<file path="config.mk">
export PLATFORM = sky130hd
export DESIGN_NAME = srt_status_xfer
export DESIGN_NICKNAME = d
export VERILOG_FILES = /design/src/srt_cond_eval.v /design/src/srt_status_xfer.v
export VERILOG_INCLUDE_DIRS = /design/src
export SDC_FILE = /design/constraint.sdc
export NUM_CORES = 1
export LEC_CHECK = 0
export BUFFER_PORTS_ARGS = -buffer_cell sky130_fd_sc_hd__buf_2
export CAP_MARGIN = 40
export CORE_AREA = 2 2 163 165
export CTS_CLUSTER_SIZE = 12
export DETAILED_ROUTE_END_ITERATION = 8
export DIE_AREA = 0 0 165 167
export GPL_ROUTABILITY_DRIVEN = 0
export PLACE_DENSITY = 0.74
export SLEW_MARGIN = 15
export SYNTH_ARGS = -nofsm -noshare
export SYNTH_HDL_FRONTEND = slang
export SYNTH_SLANG_ARGS = --single-unit
export TNS_END_PERCENT = 5
</file>
<file path="constraint.sdc">
create_clock -name sys_clk_i -period 2.9 [get_ports sys_clk_i]
set_clock_uncertainty 0.1 [all_clocks]
set_input_delay 0.145 -clock sys_clk_i [delete_from_list [all_inputs] [get_ports sys_clk_i]]
set_output_delay 0.145 -clock sys_clk_i [all_outputs]
set_load 0.005 [all_outputs]
</file>
<file path="src/srt_consts.vh">
// Constants for the status register transfer decoder
`ifndef SRT_CONSTS_VH
`define SRT_CONSTS_VH

// ----------------------------------------------------------------
// Instruction field positions
// ----------------------------------------------------------------
`define SRT_COND_HI 31
`define SRT_COND_LO 28
`define SRT_CLASS_HI 27
`define SRT_CLASS_LO 23
`define SRT_SEL_BIT 22
`define SRT_IMM_BIT 25
`define SRT_RD_HI 15
`define SRT_RD_LO 12
`define SRT_SRC_HI 3
`define SRT_SRC_LO 0
`define SRT_IMM8_HI 7
`define SRT_IMM8_LO 0
`define SRT_ROT_HI 11
`define SRT_ROT_LO 8
`define SRT_CLS2_HI 27
`define SRT_CLS2_LO 26
`define SRT_OPC_HI 24
`define SRT_OPC_LO 23

// ----------------------------------------------------------------
// Instruction encodings
// ----------------------------------------------------------------
`define SRT_CLASS_VAL 5'h02
`define SRT_CLS2_VAL 2'h0
`define SRT_OPC_VAL 2'h2
`define SRT_RD_PAT 6'h0f
`define SRT_RD_PAT_HI 21
`define SRT_RD_PAT_LO 16
`define SRT_LOW12_ZERO 12'h000
`define SRT_WR_PAT_HI 21
`define SRT_WR_PAT_LO 12
`define SRT_WR_FULL_PAT 10'h29f
`define SRT_WR_FLAG_PAT 10'h28f
`define SRT_MID8_HI 11
`define SRT_MID8_LO 4
`define SRT_MID8_ZERO 8'h00
`define SRT_PC_IDX 4'hf

// ----------------------------------------------------------------
// Status register layout
// ----------------------------------------------------------------
`define SRT_FLAG_HI 31
`define SRT_FLAG_LO 28
`define SRT_N_BIT 31
`define SRT_Z_BIT 30
`define SRT_C_BIT 29
`define SRT_V_BIT 28
`define SRT_CTRL_HI 7
`define SRT_CTRL_LO 0
`define SRT_MODE_HI 4
`define SRT_MODE_LO 0
`define SRT_FLAG_MASK 32'hf0000000
`define SRT_STATUS_RST 32'h000000d3

// ----------------------------------------------------------------
// Processor modes
// ----------------------------------------------------------------
`define SRT_MODE_USR 5'h10
`define SRT_MODE_FIQ 5'h11
`define SRT_MODE_IRQ 5'h12
`define SRT_MODE_SVC 5'h13
`define SRT_MODE_ABT 5'h17
`define SRT_MODE_UND 5'h1b
`define SRT_MODE_SYS 5'h1f

// ----------------------------------------------------------------
// Condition codes
// ----------------------------------------------------------------
`define SRT_CC_EQ 4'h0
`define SRT_CC_NE 4'h1
`define SRT_CC_CS 4'h2
`define SRT_CC_CC 4'h3
`define SRT_CC_MI 4'h4
`define SRT_CC_PL 4'h5
`define SRT_CC_VS 4'h6
`define SRT_CC_VC 4'h7
`define SRT_CC_HI 4'h8
`define SRT_CC_LS 4'h9
`define SRT_CC_GE 4'ha
`define SRT_CC_LT 4'hb
`define SRT_CC_GT 4'hc
`define SRT_CC_LE 4'hd
`define SRT_CC_AL 4'he

`endif

</file>
<file path="src/srt_cond_eval.v">
// Condition field evaluator against the current flags
`timescale 1ns/100ps
`include "srt_consts.vh"

module srt_cond_eval (
   // Condition and flags
   input wire [3:0] cond_i,
   input wire [3:0] flags_i,
   // Result
   output reg pass_o
);

   // Individual flags
   wire n_w = flags_i[3];
   wire z_w = flags_i[2];
   wire c_w = flags_i[1];
   wire v_w = flags_i[0];

   // ----------------------------------------------------------------
   // Condition table
   // ----------------------------------------------------------------
   always @* begin
      case (cond_i)
         `SRT_CC_EQ: pass_o = z_w;
         `SRT_CC_NE: pass_o = ~z_w;
         `SRT_CC_CS: pass_o = c_w;
         `SRT_CC_CC: pass_o = ~c_w;
         `SRT_CC_MI: pass_o = n_w;
         `SRT_CC_PL: pass_o = ~n_w;
         `SRT_CC_VS: pass_o = v_w;
         `SRT_CC_VC: pass_o = ~v_w;
         `SRT_CC_HI: pass_o = c_w & ~z_w;
         `SRT_CC_LS: pass_o = ~c_w | z_w;
         `SRT_CC_GE: pass_o = (n_w == v_w);
         `SRT_CC_LT: pass_o = (n_w != v_w);
         `SRT_CC_GT: pass_o = ~z_w & (n_w == v_w);
         `SRT_CC_LE: pass_o = z_w | (n_w != v_w);
         `SRT_CC_AL: pass_o = 1'b1;
         // Reserved code never executes
         default: pass_o = 1'b0;
      endcase
   end

endmodule

</file>
<file path="src/srt_status_xfer.v">
// Status register transfer decode and execute unit
//
// The implementer's own choices: the instruction-and-valid port and the placing of the registers.
`timescale 1ns/100ps
`include "srt_consts.vh"

module srt_status_xfer #(
   parameter DATA_W = 32
) (
   // Clock and reset
   input wire sys_clk_i,
   input wire rst_b_i,
   // Instruction stream
   input wire instr_valid_i,
   input wire [31:0] instr_i,
   input wire [DATA_W-1:0] source_gp_reg_i,
   // Core status load (exception entry, mode change)
   input wire status_load_i,
   input wire [DATA_W-1:0] status_load_data_i,
   // General register write-back
   output reg gp_wr_en_o,
   output reg [3:0] gp_wr_idx_o,
   output reg [DATA_W-1:0] gp_wr_data_o,
   // Execution outcome pulses
   output reg executed_o,
   output reg cond_fail_o,
   output reg ignored_o,
   output reg not_mine_o,
   // Status view
   output reg [DATA_W-1:0] current_status_reg_o,
   output reg [DATA_W-1:0] saved_status_reg_o
);

   // ----------------------------------------------------------------
   // Status storage
   // ----------------------------------------------------------------
   reg [DATA_W-1:0] cur_q; // Current status register
   reg [DATA_W-1:0] cur_d;
   reg [DATA_W-1:0] saved_fiq_q; // Saved status, fast interrupt
   reg [DATA_W-1:0] saved_irq_q; // Saved status, interrupt
   reg [DATA_W-1:0] saved_svc_q; // Saved status, supervisor
   reg [DATA_W-1:0] saved_abt_q; // Saved status, abort
   reg [DATA_W-1:0] saved_und_q; // Saved status, undefined
   reg [DATA_W-1:0] saved_d; // Next value of selected bank

   // ----------------------------------------------------------------
   // Instruction fields
   // ----------------------------------------------------------------
   wire [3:0] cond_w = instr_i[`SRT_COND_HI:`SRT_COND_LO];
   wire sel_saved_w = instr_i[`SRT_SEL_BIT];
   wire [3:0] rd_w = instr_i[`SRT_RD_HI:`SRT_RD_LO];
   wire [3:0] src_idx_w = instr_i[`SRT_SRC_HI:`SRT_SRC_LO];
   wire imm_sel_w = instr_i[`SRT_IMM_BIT];
   wire [4:0] mode_w = cur_q[`SRT_MODE_HI:`SRT_MODE_LO];
   wire [3:0] flags_w = cur_q[`SRT_FLAG_HI:`SRT_FLAG_LO];
   wire cond_pass_w;

   // Condition check against live flags
   srt_cond_eval u_cond (
      .cond_i(cond_w),
      .flags_i(flags_w),
      .pass_o(cond_pass_w)
   );

   // ----------------------------------------------------------------
   // Form recognition
   // ----------------------------------------------------------------
   // Read form: flagless compare/test opcode space
   wire is_read_w = (instr_i[`SRT_CLASS_HI:`SRT_CLASS_LO] == `SRT_CLASS_VAL) &&
      (instr_i[`SRT_RD_PAT_HI:`SRT_RD_PAT_LO] == `SRT_RD_PAT) &&
      (instr_i[`SRT_ROT_HI:`SRT_SRC_LO] == `SRT_LOW12_ZERO);
   // Full register write form
   wire is_wfull_w = (instr_i[`SRT_CLASS_HI:`SRT_CLASS_LO] == `SRT_CLASS_VAL) &&
      (instr_i[`SRT_WR_PAT_HI:`SRT_WR_PAT_LO] == `SRT_WR_FULL_PAT) &&
      (instr_i[`SRT_MID8_HI:`SRT_MID8_LO] == `SRT_MID8_ZERO);
   // Flag-only write form, register or immediate
   wire is_wflag_w = (instr_i[`SRT_CLS2_HI:`SRT_CLS2_LO] == `SRT_CLS2_VAL) &&
      (instr_i[`SRT_OPC_HI:`SRT_OPC_LO] == `SRT_OPC_VAL) &&
      (instr_i[`SRT_WR_PAT_HI:`SRT_WR_PAT_LO] == `SRT_WR_FLAG_PAT) &&
      (imm_sel_w || (instr_i[`SRT_MID8_HI:`SRT_MID8_LO] == `SRT_MID8_ZERO));
   wire is_mine_w = is_read_w | is_wfull_w | is_wflag_w;

   // ----------------------------------------------------------------
   // Immediate operand: 8 bits rotated right by twice rotate field
   // ----------------------------------------------------------------
   wire [DATA_W-1:0] imm8_w = {{(DATA_W-8){1'b0}}, instr_i[`SRT_IMM8_HI:`SRT_IMM8_LO]};
   wire [4:0] rot_w = {instr_i[`SRT_ROT_HI:`SRT_ROT_LO], 1'b0};
   wire [2*DATA_W-1:0] imm_dbl_w = {imm8_w, imm8_w} >> rot_w;
   wire [DATA_W-1:0] imm_val_w = imm_dbl_w[DATA_W-1:0];
   // Operand chosen by bit 25 in the flag-only form
   wire [DATA_W-1:0] src_val_w = (is_wflag_w && imm_sel_w) ? imm_val_w : source_gp_reg_i;

   // ----------------------------------------------------------------
   // Mode and bank selection
   // ----------------------------------------------------------------
   wire user_w = (mode_w == `SRT_MODE_USR);
   reg has_bank_w; // Current mode owns a saved register
   reg [DATA_W-1:0] saved_rd_w; // Saved register of current mode

   // Bank lookup by mode at execution time
   always @* begin
      has_bank_w = 1'b1;
      case (mode_w)
         `SRT_MODE_FIQ: saved_rd_w = saved_fiq_q;
         `SRT_MODE_IRQ: saved_rd_w = saved_irq_q;
         `SRT_MODE_SVC: saved_rd_w = saved_svc_q;
         `SRT_MODE_ABT: saved_rd_w = saved_abt_q;
         `SRT_MODE_UND: saved_rd_w = saved_und_q;
         // User, system and unknown modes have no bank
         default: begin
            saved_rd_w = {DATA_W{1'b0}};
            has_bank_w = 1'b0;
         end
      endcase
   end

   // ----------------------------------------------------------------
   // Execute decision
   // ----------------------------------------------------------------
   // Program counter as operand or missing bank is refused
   wire pc_bad_w = (is_read_w && (rd_w == `SRT_PC_IDX)) ||
      ((is_wfull_w || (is_wflag_w && !imm_sel_w)) && (src_idx_w == `SRT_PC_IDX));
   wire bank_bad_w = sel_saved_w && !has_bank_w;
   wire go_w = instr_valid_i && is_mine_w && cond_pass_w && !pc_bad_w && !bank_bad_w;
   // Field mask of the write: flags only or whole word
   wire [DATA_W-1:0] full_mask_w = {DATA_W{1'b1}};
   wire [DATA_W-1:0] flag_mask_w = `SRT_FLAG_MASK;
   reg [DATA_W-1:0] wmask_w;

   // Mask build, with user-mode protection of control bits
   always @* begin
      if (is_wflag_w) begin
         wmask_w = flag_mask_w;
      end else if (!sel_saved_w && user_w) begin
         wmask_w = flag_mask_w;
      end else begin
         wmask_w = full_mask_w;
      end
   end

   // ----------------------------------------------------------------
   // Next status values
   // ----------------------------------------------------------------
   always @* begin
      cur_d = cur_q;
      saved_d = saved_rd_w;
      if (go_w && (is_wfull_w || is_wflag_w)) begin
         if (sel_saved_w) begin
            saved_d = (saved_rd_w & ~wmask_w) | (src_val_w & wmask_w);
         end else begin
            cur_d = (cur_q & ~wmask_w) | (src_val_w & wmask_w);
         end
      end
      // Core load of the current register wins over a transfer
      if (status_load_i) begin
         cur_d = status_load_data_i;
      end
   end

   wire wr_saved_w = go_w && (is_wfull_w || is_wflag_w) && sel_saved_w;

   // ----------------------------------------------------------------
   // Status registers
   // ----------------------------------------------------------------
   always @(posedge sys_clk_i or negedge rst_b_i) begin
      if (!rst_b_i) begin
         cur_q <= `SRT_STATUS_RST;
         saved_fiq_q <= {DATA_W{1'b0}};
         saved_irq_q <= {DATA_W{1'b0}};
         saved_svc_q <= {DATA_W{1'b0}};
         saved_abt_q <= {DATA_W{1'b0}};
         saved_und_q <= {DATA_W{1'b0}};
      end else begin
         cur_q <= cur_d;
         // Only the bank of the executing mode is written
         if (wr_saved_w) begin
            case (mode_w)
               `SRT_MODE_FIQ: saved_fiq_q <= saved_d;
               `SRT_MODE_IRQ: saved_irq_q <= saved_d;
               `SRT_MODE_SVC: saved_svc_q <= saved_d;
               `SRT_MODE_ABT: saved_abt_q <= saved_d;
               `SRT_MODE_UND: saved_und_q <= saved_d;
               // No bank: nothing written
               default: begin
               end
            endcase
         end
      end
   end

   // ----------------------------------------------------------------
   // Write-back and outcome outputs
   // ----------------------------------------------------------------
   always @(posedge sys_clk_i or negedge rst_b_i) begin
      if (!rst_b_i) begin
         gp_wr_en_o <= 1'b0;
         gp_wr_idx_o <= 4'h0;
         gp_wr_data_o <= {DATA_W{1'b0}};
         executed_o <= 1'b0;
         cond_fail_o <= 1'b0;
         ignored_o <= 1'b0;
         not_mine_o <= 1'b0;
         current_status_reg_o <= `SRT_STATUS_RST;
         saved_status_reg_o <= {DATA_W{1'b0}};
      end else begin
         gp_wr_en_o <= go_w && is_read_w;
         // Destination index and selected status value
         if (go_w && is_read_w) begin
            gp_wr_idx_o <= rd_w;
            gp_wr_data_o <= sel_saved_w ? saved_rd_w : cur_q;
         end
         executed_o <= go_w;
         cond_fail_o <= instr_valid_i && is_mine_w && !cond_pass_w;
         ignored_o <= instr_valid_i && is_mine_w && cond_pass_w &&
            (pc_bad_w || bank_bad_w);
         not_mine_o <= instr_valid_i && !is_mine_w;
         current_status_reg_o <= cur_d;
         saved_status_reg_o <= saved_rd_w;
      end
   end

endmodule

</file>
==> impl_results.md <==
* Cell with the most instances after synthesis: dfrtp_1
* Fraction of the yosys area taken by sequential cells at between 50% and 60%
* Quantity of I/O buffers inserted on ports at ~200
* Total negative setup slack at 0 ns
* Leak pwr at about 8.4 nW
* # fillers at 1,913
* Startpoint class of the critical path: register
* Area of the core at ~26,000 um2
* Vias per cell at 5.89
* Min Tclk post-route at approximately 2.8 ns
* Post-synthesis cell count at 1,146
* Synth area leader: dfrtp_1
* Total power at 0.00809 W
* Fmax at 0.351 GHz
* Kind of critical path: reg -> reg
* Share of the clock period used by the worst path after layout at 98.2%
* Height of the chip at 167 um
* Part of the total power dissipated in sequential elements at a little under half
* Met3 demand-to-capacity share in global routing at 4.31%
* Die Area at 27,600 um2
* Fraction of post-synthesis cell area in the top cell type by area at a little under 50%
* Post-route cell area at between 15,000 and 20,000 um2
* Die Width at approximately 170 um
* Gate power share at a little over a tenth
* Most used routing layer in global routing: met2
* Register bit count reported by yosys at approximately 270
* Final wirelength at roughly 39,000 um
* Post-DP HPWL at between 20,000 and 30,000 um
* Final-report max-slew violation count at 0
* Buffer cell driving the clock tree root: clkbuf_16
* Largest cells by area after synthesis: dfrtp_1 49%, mux2_2 15%, mux2i_1 8.1%
* Met2 Resource Use GR at about 46%
* NumNets Final at ~1,600
* Num ports at roughly 210
* Distinct cell type count of the synthesized netlist at 62
* Crit path required time at 3.22 ns
* Syn avg cell area at roughly 12 um2
* Residual DRC count at 0
* Total cell area at the placement stage at 15,200 um2
* Slew @ Worst Pin at roughly 0.8 ns
* Antenna cells at 0
* Global-route wire length before repair at ~59,000 um
* Final critical-path setup slack at between 0.05 and 0.06 ns
* Internal portion of total power at 0.00611 W
* Setup repair after global routing missed its margin: true
* Largest net degree at the start of global routing at 98
* Power density over the cells at just under 500 nW/um2
* Number of DRC markers after the initial detailed-route iteration at slightly above 900
* Most used flip-flop cell after synthesis: dfrtp_1
* Worst-path clk slew at around 0.060 ns
* Number of flops mapped to enable cells by yosys at 0
* Count of standard-cell rows at around 60
* Hold slack at between 0.05 and 0.06 ns
* Number of global-route vias before repair at ~11,000
* P_sw at a little under 0.002 W
* Remaining number of nets flagged by the antenna check after routing at 0
* Number of buffers created by CTS at 28
* Fraction of registers with async set/reset at 100%
* Commonest cells in the synthesized netlist: 260 x dfrtp_1, 179 x mux2_2, 107 x mux2i_1
* Source-to-sink clock delay at the later pin of the worst-skew pair at approximately 0.54 ns
* Number of failing setup endpoints in the final timing report at 0
* Overall overflow remaining after global route at 0
* Deepest level of the CTS H-tree at 1
* Clock group share of total power at between 40% and 50%
* GR Util All Layers at between 20 and 30%
* Worst voltage drop across the vdd grid at between 0.4 and 0.5 mV
* DR vias at 10,600
* Net count after synthesis at roughly 1,200
* Data arrival time of the critical path at ~3.2 ns
* Share of layout cells above drive strength 1 at between 30% and 40%
* Setup slack at placement at -0.0469 ns
* Classification of the worst-slack hold path: in -> reg
* Synthesized area at about 13,000 um2
* Buffers from clock root to sink, at most at 3
* Sort of element at the end of the critical path: register
* # clock sinks at approximately 270
* Remaining max-slew budget at the tightest pin at between 40% and 50%
* DR WL/cell at 21.4 um
* Critical Path Fanout Max at 10
* Met1 usage at roughly 37%
* First drt pass iteration count at 6
* Status: finished, final reports clean
* Switching power share of the total at between 20% and 30%
* Starting utilization of the core area at about half
* MaxCap Viol Count at 0
* Clock tree from TritonCTS: yes
* YS warnings at 0
* Layout area overhead at 27.4%
* Hold violation count in the final report at 0
* Antenna violations before repair at 0
area by class of cell:
class	instances	area, um2	share of cell area (%)
flip-flops and latches	265	6640	39.5
multi-input cells	754	6180	36.8
repair buffers	347	2470	14.7
clock buffers	44	842	5.01
well taps	335	419	2.50
inverters	58	218	1.30
clock inverters	4	25.0	0.149
metal layers:
metal | vias up | part of all wire [%] | routed length (um)
li1 | 4721 | - | -
met1 | 5348 | 41 | 16000
met2 | 491 | 48 | 18600
met3 | 84 | 7.7 | 2990
met4 | 0 | 2.7 | 1060
met5 | - | 0 | 0
repair_timing:
item,4_1_cts,5_1_grt
hold endpoints to repair,148,0
pin swaps,1,4
buffers inserted,0,2
resized for setup,2,40
setup endpoints to repair,80,132
cloned,0,2
hold buffers,48,0
path summary, 6_finish.rpt:
path,start,endpoint,slack (ns),cells past startpoint
worst max-delay path,current_status_reg_o[28]$_DFFE_PN0P_,saved_und_q[24]$_DFFE_PN0P_,0.05,9
worst min-delay path,source_gp_reg_i[30],current_status_reg_o[30]$_DFFE_PN0P_,0.06,5
worst max register to register,current_status_reg_o[28]$_DFFE_PN0P_,saved_und_q[24]$_DFFE_PN0P_,0.05,9
worst min register to register,gp_wr_data_o[21]$_DFFE_PN0P_,gp_wr_data_o[21]$_DFFE_PN0P_,0.40,1
max in group asynchronous,rst_b_i,async pin,1.70,3
min in group asynchronous,rst_b_i,saved_status_reg_o[7]$_DFF_PN0_,0.12,2
power groups by stage:
stage                     clock network [W]  logic [W]  registers [W]
after floorplan                           0   0.000373        0.00387
after global placement                    0   0.000784        0.00387
after detailed placement                  0   0.000795        0.00387
after CTS                           0.00347   0.000848        0.00381
after global routing                0.00362   0.000925        0.00381
final                               0.00343   0.000858        0.00380
worst max-delay path: stages, from the launching register on:
cell and delay (ns):
dfrtp_1 0.41, xor2_2 0.20, buf_4 0.14, nor3b_1 0.12, a221o_2 0.34, a221oi_4 0.36, or3_4 0.24, buf_12 0.19
mux2_4 0.34, mux2_2 0.27
logic make-up (layout without fill, tap and decap cells):
kind of cell,after synthesis,after routing,share of synthesized area [%]
DFF,265,265,50.4
buffers and inverters,127,453,4.19
muxes,302,302,25.7
and+or+nand+nor,247,247,9.37
AOI/OAI and AO/OA,201,201,10.1
adders and majority gates,1,1,0.0759
xor gates and xnor gates,3,3,0.199
layout by cell type (no fill, tap or decap), types with 10 or more instances in the layout:
cell,synthesis,layout
dlygate4sd3_1,0,48
inv_1,58,58
mux2i_4,10,10
nor2_1,56,55
mux2_4,3,36
buf_2,25,203
o21ai_0,84,84
a21oi_1,43,43
buf_4,1,73
nand2_1,106,106
dfrtp_1,260,258
mux2_2,179,146
mux2i_1,107,107
clkbuf_16,0,31
a22oi_1,10,10
a221o_1,32,32
buf_12,2,14
stage by stage:
stage,cells,util (%)
CTS,1803,64.4
global route,1807,65.2
floorplan,1146,-
detailed placement,1707,59.1
finish,1807,65.2
global placement,1707,59.1
Power figures use the tool's default switching activity.
